`src/logic/rcl_pkg.sv`:
```
// Shared constants and types for the receive clock-recovery lock selector.
`default_nettype none
package rcl_pkg;

  // ****************************************************************
  // Register map (byte addresses)
  // ****************************************************************
  localparam int ADDR_W = 4;
  localparam logic [3:0] ADDR_CTRL = 4'h0;
  localparam logic [3:0] ADDR_STATUS = 4'h4;
  localparam logic [3:0] ADDR_IRQ_STS = 4'h8;
  localparam logic [3:0] ADDR_IRQ_MASK = 4'hc;

  // ****************************************************************
  // Control register fields
  // ****************************************************************
  localparam int CTRL_W = 6;
  localparam int CTRL_LDT_EN_BIT = 0;
  localparam int CTRL_FORCE_N_BIT = 1;
  localparam int CTRL_RATE_BIT = 2;
  localparam int CTRL_TRIP_LSB = 3;
  localparam int CTRL_CHAN_EN_BIT = 5;
  // Check enable, force-local inactive and channel enable start high.
  localparam logic [5:0] CTRL_RESET = 6'h23;

  // ****************************************************************
  // Status register fields
  // ****************************************************************
  localparam int STATUS_W = 6;
  localparam int ST_RATE_OK_BIT = 0;
  localparam int ST_AMP_OK_BIT = 1;
  localparam int ST_DENS_OK_BIT = 2;
  localparam int ST_TRG_OK_BIT = 3;
  localparam int ST_TRACK_TRG_BIT = 4;
  localparam int ST_FAULT_N_BIT = 5;

  // ****************************************************************
  // Interrupt status and mask fields
  // ****************************************************************
  localparam int IRQ_W = 3;
  localparam int IRQ_FAULT_BIT = 0;
  localparam int IRQ_TO_TRAIN_BIT = 1;
  localparam int IRQ_TO_DATA_BIT = 2;
  localparam logic [2:0] IRQ_STS_RESET = 3'h0;
  localparam logic [2:0] IRQ_MASK_RESET = 3'h0;

  // ****************************************************************
  // Timing
  // ****************************************************************
  localparam int CLK_PERIOD_PS = 4000;
  localparam int TRG_MISS_NS = 100;
  localparam int TRG_MISS_CYC = (TRG_MISS_NS * 1000 + CLK_PERIOD_PS - 1)
                                / CLK_PERIOD_PS;
  localparam int ACQ_SETTLE_NS = 64;
  localparam int ACQ_SETTLE_CYC = (ACQ_SETTLE_NS * 1000 + CLK_PERIOD_PS - 1)
                                  / CLK_PERIOD_PS;
  localparam int TMR_W = 8;
  localparam int DENS_LIMIT_BITS = 60;
  localparam int DENS_W = 6;

  // ****************************************************************
  // Character framing and clock shaping, in bit times
  // ****************************************************************
  localparam int CHAR_BITS = 10;
  localparam int BITCNT_W = 4;
  localparam logic [3:0] BIT_LAST = 4'h9;
  localparam logic [3:0] IFC_HIGH_BITS = 4'h5;
  localparam logic [3:0] RCLK_HIGH_FIRST = 4'h2;
  localparam logic [3:0] RCLK_HIGH_LAST = 4'h6;

  // ****************************************************************
  // Signal-level trip thresholds
  // ****************************************************************
  localparam logic [7:0] TRIP_LVL0 = 8'h10;
  localparam logic [7:0] TRIP_LVL1 = 8'h20;
  localparam logic [7:0] TRIP_LVL2 = 8'h40;
  localparam logic [7:0] TRIP_LVL3 = 8'h80;

  typedef enum logic [1:0] {
    RCL_ST_TRAIN = 2'b00,
    RCL_ST_ACQ = 2'b01,
    RCL_ST_DATA = 2'b11
  } rcl_state_t;

  function automatic logic [7:0] rcl_trip_level(input logic [1:0] sel);
    logic [7:0] lvl;
    case (sel)
      2'h0: lvl = TRIP_LVL0;
      2'h1: lvl = TRIP_LVL1;
      2'h2: lvl = TRIP_LVL2;
      default: lvl = TRIP_LVL3;
    endcase
    return lvl;
  endfunction

endpackage
`default_nettype wire

```
`src/logic/rcl_density_det.sv`:
```
// Transition-density detector: flags a run of identical received bits.
`default_nettype none
module rcl_density_det (
  // Clock and reset
  input wire logic clock,
  input wire logic rstn,
  // Recovered bit stream
  input wire logic bit_valid,
  input wire logic bit_in,
  // Result
  output logic density_ok
);

  logic [5:0] run_q;
  logic [5:0] run_d;
  logic prev_q;
  logic prev_d;
  logic ok_q;
  logic ok_d;

  localparam logic [5:0] LIMIT = 6'(rcl_pkg::DENS_LIMIT_BITS);

  // ****************************************************************
  // Run-length count
  // ****************************************************************
  always_comb begin
    run_d = run_q;
    prev_d = prev_q;
    ok_d = ok_q;
    if (bit_valid) begin
      prev_d = bit_in;
      if (bit_in != prev_q) begin
        run_d = 6'h01;
      end else if (run_q != LIMIT) begin
        run_d = run_q + 6'h01;
      end
      // Sixty equal bits in a row hold no transition at all.
      ok_d = (run_d != LIMIT);
    end
  end

  always_ff @(posedge clock or negedge rstn) begin
    if (!rstn) begin
      run_q <= 6'h01;
      prev_q <= 1'b0;
      ok_q <= 1'b0;
    end else begin
      run_q <= run_d;
      prev_q <= prev_d;
      ok_q <= ok_d;
    end
  end

  assign density_ok = ok_q;

endmodule
`default_nettype wire

```
`src/logic/rcl_lock_ctrl.sv`:
```
// One receive channel's clock-recovery lock selector and clock generator.
//
// Behaviour
// - Training reference clock paces the loop while not locked to data.
// - While tracking data, bit timing comes from received data only.
// - True and complement interface clock run continuously at 1/10 or 1/20.
// - Reclocker clock follows the recovered character clock, own phase.
// - Reclocker clock equals interface rate at select 0, twice it at 1.
// - Low reset sets all state, counters and control register to defaults.
// - With check enable high, level, range and density checks decide.
// - Any check failing locks to training; return only when all pass.
// - Sixty consecutive bits without a transition mean low density.
// - Two-bit trip select picks the signal-level threshold.
// - With check enable low, only the range check decides.
// - Force-local-clock low locks the loop to the training clock.
// - Force-local-clock low holds the link fault output low.
// - Link fault goes low on any of six fault conditions.
// - Force-local-clock high allows normal recovery on the data stream.
// - Characters change on rising edges, or on both edges at half rate.
`default_nettype none
module rcl_lock_ctrl (
  // Clock and reset
  input wire logic clock,
  input wire logic rstn,
  // Register port
  input wire logic [3:0] reg_addr,
  input wire logic [31:0] reg_wdata,
  input wire logic reg_write,
  input wire logic reg_read,
  output logic [31:0] reg_rdata,
  output logic irq,
  // Detector and reference inputs
  input wire logic training_ref_clock,
  input wire logic rate_in_range,
  input wire logic [7:0] signal_amplitude,
  // Recovered data stream
  input wire logic data_bit_valid,
  input wire logic data_bit,
  input wire logic [9:0] rx_char_in,
  // Receive outputs
  output logic track_training,
  output logic link_fault_n,
  output logic rx_interface_clock,
  output logic rx_interface_clock_n,
  output logic reclock_clock_out,
  output logic [9:0] rx_parallel_char
);

  // ****************************************************************
  // Control register and register port
  // ****************************************************************
  logic [5:0] ctrl_q;
  logic [5:0] ctrl_d;
  logic [2:0] irq_sts_q;
  logic [2:0] irq_sts_d;
  logic [2:0] irq_mask_q;
  logic [2:0] irq_mask_d;
  logic [31:0] rdata_q;
  logic [31:0] rdata_d;
  logic irq_q;
  logic irq_d;
  logic [2:0] irq_event;
  logic [5:0] status_word;

  logic level_density_check_en;
  logic force_local_clock_n;
  logic rx_clock_rate_sel;
  logic [1:0] amplitude_trip_sel;
  logic chan_en;

  assign level_density_check_en = ctrl_q[rcl_pkg::CTRL_LDT_EN_BIT];
  assign force_local_clock_n = ctrl_q[rcl_pkg::CTRL_FORCE_N_BIT];
  assign rx_clock_rate_sel = ctrl_q[rcl_pkg::CTRL_RATE_BIT];
  assign amplitude_trip_sel =
    ctrl_q[rcl_pkg::CTRL_TRIP_LSB +: 2];
  assign chan_en = ctrl_q[rcl_pkg::CTRL_CHAN_EN_BIT];

  // ****************************************************************
  // Detectors
  // ****************************************************************
  logic trg_prev_q;
  logic trg_prev_d;
  logic [7:0] trg_idle_q;
  logic [7:0] trg_idle_d;
  logic trg_present_q;
  logic trg_present_d;
  logic trg_rise;
  logic amp_ok;
  logic density_ok;

  localparam logic [7:0] TRG_MISS = 8'(rcl_pkg::TRG_MISS_CYC);

  assign trg_rise = training_ref_clock && !trg_prev_q;
  // Threshold per channel from its own trip select.
  assign amp_ok =
    signal_amplitude >= rcl_pkg::rcl_trip_level(amplitude_trip_sel);

  always_comb begin
    trg_prev_d = training_ref_clock;
    trg_idle_d = trg_idle_q;
    trg_present_d = trg_present_q;
    if (trg_rise) begin
      trg_idle_d = 8'h00;
      trg_present_d = 1'b1;
    end else if (trg_idle_q != TRG_MISS) begin
      trg_idle_d = trg_idle_q + 8'h01;
    end else begin
      trg_present_d = 1'b0;
    end
  end

  always_ff @(posedge clock or negedge rstn) begin
    if (!rstn) begin
      trg_prev_q <= 1'b0;
      trg_idle_q <= 8'h00;
      trg_present_q <= 1'b0;
    end else begin
      trg_prev_q <= trg_prev_d;
      trg_idle_q <= trg_idle_d;
      trg_present_q <= trg_present_d;
    end
  end

  // Density is judged on received data bits only.
  rcl_density_det u_density (
    .clock(clock),
    .rstn(rstn),
    .bit_valid(data_bit_valid),
    .bit_in(data_bit),
    .density_ok(density_ok)
  );

  // ****************************************************************
  // Lock-source state machine
  // ****************************************************************
  rcl_pkg::rcl_state_t state_q;
  rcl_pkg::rcl_state_t state_d;
  logic [7:0] settle_q;
  logic [7:0] settle_d;
  logic checks_ok;
  logic track_q;
  logic track_d;
  logic fault_n_q;
  logic fault_n_d;

  localparam logic [7:0] ACQ_SETTLE = 8'(rcl_pkg::ACQ_SETTLE_CYC);

  always_comb begin
    if (level_density_check_en) begin
      checks_ok = rate_in_range && amp_ok && density_ok;
    end else begin
      checks_ok = rate_in_range;
    end
    // Forcing the local clock overrides every check.
    checks_ok = checks_ok && force_local_clock_n;
  end

  always_comb begin
    state_d = state_q;
    settle_d = settle_q;
    case (state_q)
      rcl_pkg::RCL_ST_TRAIN: begin
        settle_d = 8'h00;
        if (checks_ok) begin
          state_d = rcl_pkg::RCL_ST_ACQ;
        end
      end
      rcl_pkg::RCL_ST_ACQ: begin
        // All checks must stay good for the settle time.
        if (!checks_ok) begin
          state_d = rcl_pkg::RCL_ST_TRAIN;
        end else if (settle_q == ACQ_SETTLE) begin
          state_d = rcl_pkg::RCL_ST_DATA;
        end else begin
          settle_d = settle_q + 8'h01;
        end
      end
      rcl_pkg::RCL_ST_DATA: begin
        if (!checks_ok) begin
          state_d = rcl_pkg::RCL_ST_TRAIN;
        end
      end
      default: begin
        state_d = rcl_pkg::RCL_ST_TRAIN;
      end
    endcase
    track_d = (state_d != rcl_pkg::RCL_ST_DATA);
    fault_n_d = !(!rate_in_range || !amp_ok || !density_ok || !chan_en ||
                  !force_local_clock_n || !trg_present_q);
  end

  always_ff @(posedge clock or negedge rstn) begin
    if (!rstn) begin
      state_q <= rcl_pkg::RCL_ST_TRAIN;
      settle_q <= 8'h00;
      track_q <= 1'b1;
      fault_n_q <= 1'b0;
    end else begin
      state_q <= state_d;
      settle_q <= settle_d;
      track_q <= track_d;
      fault_n_q <= fault_n_d;
    end
  end

  // ****************************************************************
  // Character clocks and output characters
  // ****************************************************************
  logic [3:0] bitcnt_q;
  logic [3:0] bitcnt_d;
  logic half_phase_q;
  logic half_phase_d;
  logic ifc_q;
  logic ifc_d;
  logic ifc_n_q;
  logic ifc_n_d;
  logic rclk_q;
  logic rclk_d;
  logic [9:0] char_q;
  logic [9:0] char_d;
  logic bit_tick;

  // Tracking data, bit time comes only from the data stream.
  assign bit_tick = track_q ? trg_rise : data_bit_valid;

  always_comb begin
    bitcnt_d = bitcnt_q;
    half_phase_d = half_phase_q;
    char_d = char_q;
    if (bit_tick) begin
      if (bitcnt_q == rcl_pkg::BIT_LAST) begin
        bitcnt_d = 4'h0;
        half_phase_d = !half_phase_q;
        // A character boundary is a rising edge in character mode and
        // alternately rising and falling in half-character mode.
        char_d = rx_char_in;
      end else begin
        bitcnt_d = bitcnt_q + 4'h1;
      end
    end
    // Period of ten bits, or twenty in half-character mode.
    if (rx_clock_rate_sel) begin
      ifc_d = !half_phase_d;
    end else begin
      ifc_d = bitcnt_d < rcl_pkg::IFC_HIGH_BITS;
    end
    ifc_n_d = !ifc_d;
    // Always a ten-bit period, offset from the interface clock.
    rclk_d = (bitcnt_d >= rcl_pkg::RCLK_HIGH_FIRST) &&
             (bitcnt_d <= rcl_pkg::RCLK_HIGH_LAST);
  end

  always_ff @(posedge clock or negedge rstn) begin
    if (!rstn) begin
      bitcnt_q <= 4'h0;
      half_phase_q <= 1'b0;
      ifc_q <= 1'b1;
      ifc_n_q <= 1'b0;
      rclk_q <= 1'b0;
      char_q <= 10'h000;
    end else begin
      bitcnt_q <= bitcnt_d;
      half_phase_q <= half_phase_d;
      ifc_q <= ifc_d;
      ifc_n_q <= ifc_n_d;
      rclk_q <= rclk_d;
      char_q <= char_d;
    end
  end

  // ****************************************************************
  // Register access and interrupt
  // ****************************************************************
  assign status_word = {fault_n_q, track_q, trg_present_q, density_ok,
                        amp_ok, rate_in_range};
  // Entering fault, leaving data lock and reaching data lock are events.
  assign irq_event = {(state_q != rcl_pkg::RCL_ST_DATA) &&
                        (state_d == rcl_pkg::RCL_ST_DATA),
                      !track_q && track_d,
                      fault_n_q && !fault_n_d};

  always_comb begin
    ctrl_d = ctrl_q;
    irq_mask_d = irq_mask_q;
    irq_sts_d = irq_sts_q;
    rdata_d = 32'h0000_0000;
    if (reg_write) begin
      case (reg_addr)
        rcl_pkg::ADDR_CTRL: ctrl_d = reg_wdata[5:0];
        rcl_pkg::ADDR_IRQ_STS: irq_sts_d = irq_sts_q & ~reg_wdata[2:0];
        rcl_pkg::ADDR_IRQ_MASK: irq_mask_d = reg_wdata[2:0];
        default: ctrl_d = ctrl_q;
      endcase
    end
    // A new event wins over a clear in the same cycle.
    irq_sts_d = irq_sts_d | irq_event;
    if (reg_read) begin
      case (reg_addr)
        rcl_pkg::ADDR_CTRL: rdata_d = {26'h0, ctrl_q};
        rcl_pkg::ADDR_STATUS: rdata_d = {26'h0, status_word};
        rcl_pkg::ADDR_IRQ_STS: rdata_d = {29'h0, irq_sts_q};
        rcl_pkg::ADDR_IRQ_MASK: rdata_d = {29'h0, irq_mask_q};
        default: rdata_d = 32'h0000_0000;
      endcase
    end
    irq_d = |(irq_sts_d & irq_mask_d);
  end

  always_ff @(posedge clock or negedge rstn) begin
    if (!rstn) begin
      ctrl_q <= rcl_pkg::CTRL_RESET;
      irq_sts_q <= rcl_pkg::IRQ_STS_RESET;
      irq_mask_q <= rcl_pkg::IRQ_MASK_RESET;
      rdata_q <= 32'h0000_0000;
      irq_q <= 1'b0;
    end else begin
      ctrl_q <= ctrl_d;
      irq_sts_q <= irq_sts_d;
      irq_mask_q <= irq_mask_d;
      rdata_q <= rdata_d;
      irq_q <= irq_d;
    end
  end

  assign reg_rdata = rdata_q;
  assign irq = irq_q;
  assign track_training = track_q;
  assign link_fault_n = fault_n_q;
  assign rx_interface_clock = ifc_q;
  assign rx_interface_clock_n = ifc_n_q;
  assign reclock_clock_out = rclk_q;
  assign rx_parallel_char = char_q;

endmodule
`default_nettype wire

```
`config.mk`:
```
export PLATFORM = sky130hd
export DESIGN_NAME = rcl_lock_ctrl
export DESIGN_NICKNAME = d
export VERILOG_FILES = /design/src/logic/rcl_pkg.sv /design/src/logic/rcl_density_det.sv /design/src/logic/rcl_lock_ctrl.sv
export SDC_FILE = /design/constraint.sdc
export NUM_CORES = 1
export LEC_CHECK = 0
export CAP_MARGIN = 20
export CORE_UTILIZATION = 65
export DETAILED_ROUTE_END_ITERATION = 8
export DONT_BUFFER_PORTS = 1
export GPL_ROUTABILITY_DRIVEN = 1
export PLACE_DENSITY = 0.78
export SLEW_MARGIN = 5
export SYNTH_ARGS = -nofsm -noshare
export SYNTH_HDL_FRONTEND = slang
export SYNTH_SLANG_ARGS = --single-unit
```
`constraint.sdc`:
```
create_clock -name clock -period 5.4 [get_ports clock]
set_input_delay 0.27 -clock clock [delete_from_list [all_inputs] [get_ports clock]]
set_output_delay 0.27 -clock clock [all_outputs]
set_load 0.02 [all_outputs]
```
## Word-level counts from Yosys, hierarchy flattened

Cells that the tools add are included.
W data, S select, Z words.

| storage, ports and cells | value |
|---|---|
| output and inout bits | 48 |
| memories | 0 |
| bits in latches | 0 |
| input port bits | 62 |
| ROM bits | 0 |
| word-level logic and storage cells | 115 |
| bits in registers | 93 |
| memory bits (writable) | 0 |

| operators by class | value |
|---|---|
| $lt $le $gt $ge | 4 |
| $mul | 0 |
| add/sub/neg operators | 4 |
| reduce and logical (&&, ||, !) cells | 34 |
| equal/unequal tests | 19 |
| multiplexer cells | 29 |
| div/mod/pow operators | 0 |
| bitwise logic cells | 4 |
| shift-type cells | 0 |

Operators by type and width:

| cell | number |
|---|---|
| $mux W8 | 4 |
| $mux W6 | 4 |
| $pmux W6 S4 | 1 |
| $pmux W8 S3 | 1 |
| $add A8 B1 Y8 const B | 2 |
| $pmux W8 S2 | 1 |
| $eq A4 B4 Y1 const B | 3 |
| $logic_not A1 Y1 | 12 |
| $mux W3 | 4 |
| $ne A6 B6 Y1 const B | 2 |
| $ne A2 B2 Y1 const B | 5 |
| $eq A8 B5 Y1 const B | 1 |
| $ge A8 B8 Y1 | 1 |
| $logic_and A1 B1 Y1 | 8 |
| $mux W2 | 4 |
| $mux W4 | 2 |
| $ne A8 B5 Y1 const B | 1 |
| $mux W1 | 7 |
| $add A6 B1 Y6 const B | 1 |
| $and A3 B3 Y3 | 2 |
| $eq A2 B2 Y1 const B | 3 |
| $pmux W2 S3 | 1 |
| $logic_or A1 B1 Y1 | 5 |
| $add A4 B1 Y4 const B | 1 |
| other kinds (14) | 18 |

## Depth between registers and ports, before layout

| depth | value |
|---|---|
| depth in word-level cells | 14 |
| gate-level depth with buffers | 8 |
| depth with buffers taken out | 8 |

## Modules after synthesis

Synthesis repeated with hierarchy kept, for this count alone.

| unflattened totals | value |
|---|---|
| cells, all modules | 342 |
| area total of the unflattened synthesis | 3588.4 µm² |

Modules (own cells, without submodules):

| module | area each (µm²) | times used | seq. area each (µm²) | cells each |
|---|---|---|---|---|
| rcl_lock_ctrl | 3032.9 | 1 | 1482.7 | 276 |
| rcl_density_det | 555.5 | 1 | 201.4 | 66 |

## Worst setup path before layout

No wires, ideal clock.

| timing | value |
|---|---|
| path kind | reg2reg |
| from | register ctrl_q[4] |
| to | register irq_q (netlist: irq) |
| buffers on the path | 0 |
| required time | 5.261 ns |
| clock period less this slack | 2.263 ns |
| cell stages (with the launch flop) | 9 |
| library setup time | 0.139 ns |
| slack | 3.137 ns |
| data arrival time | 2.125 ns |
| cell sequence | dfrtp_1 -> nand2b_1 -> ha_1 -> nor2b_4 -> o211ai_4 -> o2111ai_4 -> a21o_1 -> and2_1 -> or4_1 |

| between the ends | value |
|---|---|
| word-level cells in the longest chain between the ends | 14 |
| elaborated cells between the ends (all ways) | 27 |
| classes of those cells | order compare (1); eq/ne (4); mux (6); bitwise (2); reduce/logical (14) |

RTL lines:

| element | RTL line | RTL |
|---|---|---|
| from (decl) | rcl_lock_ctrl.sv:52 | `logic [5:0] ctrl_q;` |
| from (signal assigned) | rcl_lock_ctrl.sv:311 | `ctrl_q <= rcl_pkg::CTRL_RESET;` |
| from (signal assigned) | rcl_lock_ctrl.sv:317 | `ctrl_q <= ctrl_d;` |
| $eq A2 B2 Y1 (tied with other cells) | rcl_pkg.sv:87 | `case (sel)` |
| $pmux W8 S3 * | rcl_pkg.sv:87 |  |
| $ge A8 B8 Y1 * | rcl_lock_ctrl.sv:96 | `signal_amplitude >= rcl_pkg::rcl_trip_level(amplitude_trip_sel);` |
| $logic_and A1 B1 Y1 * (2 in series) | rcl_lock_ctrl.sv:150 | `checks_ok = rate_in_range && amp_ok && density_ok;` |
| $mux W1 * | rcl_lock_ctrl.sv:149 | `if (level_density_check_en) begin` |
| $logic_and A1 B1 Y1 * | rcl_lock_ctrl.sv:155 | `checks_ok = checks_ok && force_local_clock_n;` |
| $mux W2, on equally long branches | rcl_lock_ctrl.sv:179, rcl_lock_ctrl.sv:164, rcl_lock_ctrl.sv:170 |  |
| $pmux W2 S3 * | rcl_lock_ctrl.sv:161 | `case (state_q)` |
| $eq A2 B2 Y1 * | rcl_lock_ctrl.sv:278 | `(state_d == rcl_pkg::RCL_ST_DATA),` |
| $logic_and A1 B1 Y1 * | rcl_lock_ctrl.sv:277 | `assign irq_event = {(state_q != rcl_pkg::RCL_ST_DATA) &&` |
| $or A3 B3 Y3 * | rcl_lock_ctrl.sv:296 | `irq_sts_d = irq_sts_d \| irq_event;` |
| named net irq_sts_d[2] | rcl_lock_ctrl.sv:55 | `logic [2:0] irq_sts_d;` |
| $and A3 B3 Y3 * | rcl_lock_ctrl.sv:306 | `irq_d = \|(irq_sts_d & irq_mask_d);` |
| $reduce_or A3 Y1 * | rcl_lock_ctrl.sv:306 |  |
| named net irq_d | rcl_lock_ctrl.sv:61 | `logic irq_d;` |
| to (signal assigned) | rcl_lock_ctrl.sv:321 | `irq_q <= irq_d;` |
| to (decl) | rcl_lock_ctrl.sv:60 | `logic irq_q;` |

Mark *: on every way through the listed nets, which the timed path passes. The rest lies on a longest branch.
A chain may end at the register's enable or synchronous reset.

## Final worst setup path

Same ends and word-level chain as after synthesis.

==> results.ini <==
[run_status]
status = complete, no violations

[routing]
dr.pass1.iters = 4
drc_errors = 0
wl_mm = 6.852
wl_per_cell_um = 16.39
postRouteAntennaNets = 0
num_vias = 2454
avgViaCountPerCell = 5.871
drt_iter0_drc = 115

[synth]
yosysMostFrequentCell = dfrtp_1
synthesis.area_um2 = 3537
yosys.area.top_type = dfrtp_1
synth.area.top_cells = dfrtp_1 43%, buf_4 5.7%, dfstp_2 4.5%, ha_1 3.5%, mux2_1 3.2%
synthArstFlopShare_pct = 100.0
ys_seq_area_share_pct = 47.61
yosys.area.top_type_share_pct = 43.16
synth_seq_cells = 67
synth_ff_type = dfrtp_1
synth_edf_count = 0
yosys-top-cells-count = 61 x dfrtp_1, 28 x nor2_1, 27 x buf_4
yosysWarningCount = 0
synthDistinctLibCells = 57
syn_avg_cell_area_um2 = 10.46
syn_inst = 338

[final_layout]
fin_nets = 415
final_util_pct = 72.74
n_fill_cell = 383
drive_gt1_share_pct = 12.07
synthToLayoutAreaGrowth_pct = 6.367
diodes = 0

[placed_design]
place_ws_ns = 2.921
io_buffers = 0
place_congestion = 0.8574
dp_hpwl_mm = 4.844

[clock_network]
cts_sinks = 67
cts_buffers = 9
cts_tree = yes
clkTransAtPathRegs_ns = 0.08
cts-root-buf = clkbuf_8
h-tree-depth = 3
clk_latency_ns = 0.34
clockBufferDepth = 2
cts_resized = 0

[critical_path]
r2r_start = ctrl_q[4]
r2r_slack_ns = 2.90
worstPathRequired_ns = 5.61
crit_chain = nand2b_1 -> ha_1 -> nor2b_4 -> o211ai_4 -> o2111ai_4 -> a21o_1 -> and2_1 -> or4_1
r2r_end = irq
cp_max_fo = 10
critical-path-max-stage-delay_ns = 0.51
endpoint_kind = flip-flop
cp_top_family = simple AND/OR/NAND/NOR gates
worstPathArrival_ns = 2.71
worstSetupPathType = reg -> reg
crit_slowest_cell = or4_1
crit_buf_inv = 0
r2r_cells = 8
start_kind = flip-flop

[global_route]
grtUsageTotal_pct = 25.93
grt_use_met2_pct = 41.79
grt_max_degree = 68
grt_pass1_vias = 2296
top_usage_layer = met2
grt_pass1_wl_mm = 10.72
globalRouteMet1Util_pct = 32.96
grtUsageMet3_pct = 6.217
antenna_found_initial = 0
grt.overflow.total = 0

[min_path]
hold_path_end = u_density.run_q[2]
hold_start = data_bit_valid
hold_class = in -> reg
whs_path_depth = 1

[floorplanning]
dieWidth_um = 75.77
rows = 26
dieArea_um2 = 5741
die-height_um = 75.77
initial_core_util_pct = 68.38
core_um2 = 5172
ios = 110

[timing]
fin_ws_ns = 2.899
relSlewSlack_pct = 56.90
max_freq_mhz = 399.8
finalSetupTns_ns = 0
finalClockSkew_ns = 0.006965
final.period_utilization_pct = 46.32
rsz0062_at_grt = false
fin_crit_ns = 2.501
tightest_slew_ns = 0.6451
hold_violations = 0
finalMaxSlewViolations = 0
setup_viol = 0

[power]
vdd_drop_max_mv = 0.2156
powerDensity_nw_per_um2 = 415.8
power_leakage_nw = 1.738

[job]
drv_cap = 0

-- per-stage QoR --
| stage | total power [W] | cells | hold WS [ns] | cell area (um2) |
|---|---|---|---|---|
| 2_1_floorplan | 0.001029 | 363 | -0.02559 | 3631 |
| 3_3_place_gp | 0.001057 | 398 | -0.02436 | 3483 |
| 3_5_place_dp | 0.001085 | 398 | -0.02384 | 3483 |
| 4_1_cts | 0.001567 | 417 | 0.00002442 | 3757 |
| 5_1_grt | 0.001641 | 418 | 0.002440 | 3762 |
| 6_report | 0.001564 | 418 | 0.003448 | 3762 |
-- logic make-up (layout without fill, tap and decap cells) --
logic type	after synthesis	in the layout	synth area share, %
and+or+nand+nor	121	121	18.15
xor gates and xnor gates	13	13	3.219
DFF	67	67	47.61
buffers and inverters	52	37	8.454
other	1	26	0.1060
adders and majority gates	10	10	3.537
AOI/OAI and AO/OA	48	48	9.870
muxes	26	26	9.056
-- placed cells by master, fill, tap and decap left out, types with 8 or more instances in the layout --
cell      Yosys  routed
nand3_1      19      19
and3_1       10      10
mux2_1       10      10
inv_1        17      17
nand2_1      24      24
xor2_1        8       8
clkbuf_8      0      10
ha_1         10      10
conb_1        1      26
dfrtp_1      61      61
mux2_2        8       8
o21ai_0      14      14
nor2_1       28      28
-- state kept, by name, indices dropped and copies added, names as in the netlist, 3 cells and up --
name	cells
u_density.run_q	6
settle_q	8
irq_sts_q	3
reg_rdata	6
bitcnt_q	4
trg_idle_q	8
ctrl_q	6
rx_parallel_char	10
irq_mask_q	3
-- area by class of cell --
cell class | instances | area (um2) | share of cell area (%)
repair buffers | 4 | 52.55 | 1.397
clock buffers | 10 | 137.6 | 3.658
clock inverters | 6 | 88.84 | 2.361
well taps | 70 | 87.58 | 2.328
inverters | 17 | 63.81 | 1.696
flip-flops and latches | 67 | 1684 | 44.76
multi-input cells | 244 | 1648 | 43.80
-- per-layer routing --
| metal | share of wire (%) | wire, um |
|---|---|---|
| met5 | 0 | 0 |
| met4 | 2.2 | 150 |
| met3 | 5.6 | 383 |
| met2 | 48 | 3319 |
| met1 | 44 | 2998 |
-- power breakdown --
group | switching, W | internal (W)
clock network | 0.000199 | 0.000272
logic | 0.000160 | 0.000139
registers | 0.000175 | 0.000620
total | 0.000533 | 0.00103
-- worst max-delay path by stage --
stage | cells past startpoint | slack [ns] | startpoint | end
2_1_floorplan | 8 | 3.14 | ctrl_q[4] | irq
3_3_place_gp | 8 | 2.95 | ctrl_q[4] | irq
3_5_place_dp | 8 | 2.92 | ctrl_q[4] | irq
4_1_cts | 8 | 2.88 | ctrl_q[4] | irq
5_1_grt | 8 | 2.81 | ctrl_q[4] | irq
6_report | 8 | 2.90 | ctrl_q[4] | irq
-- repair_timing --
item | in CTS | in global routing
hold buffers | 3 | 0
endpoints found under the hold margin | 68 | 0
setup buffers | 0 | 0
Note: power is estimated with default switching activity, not from simulation.
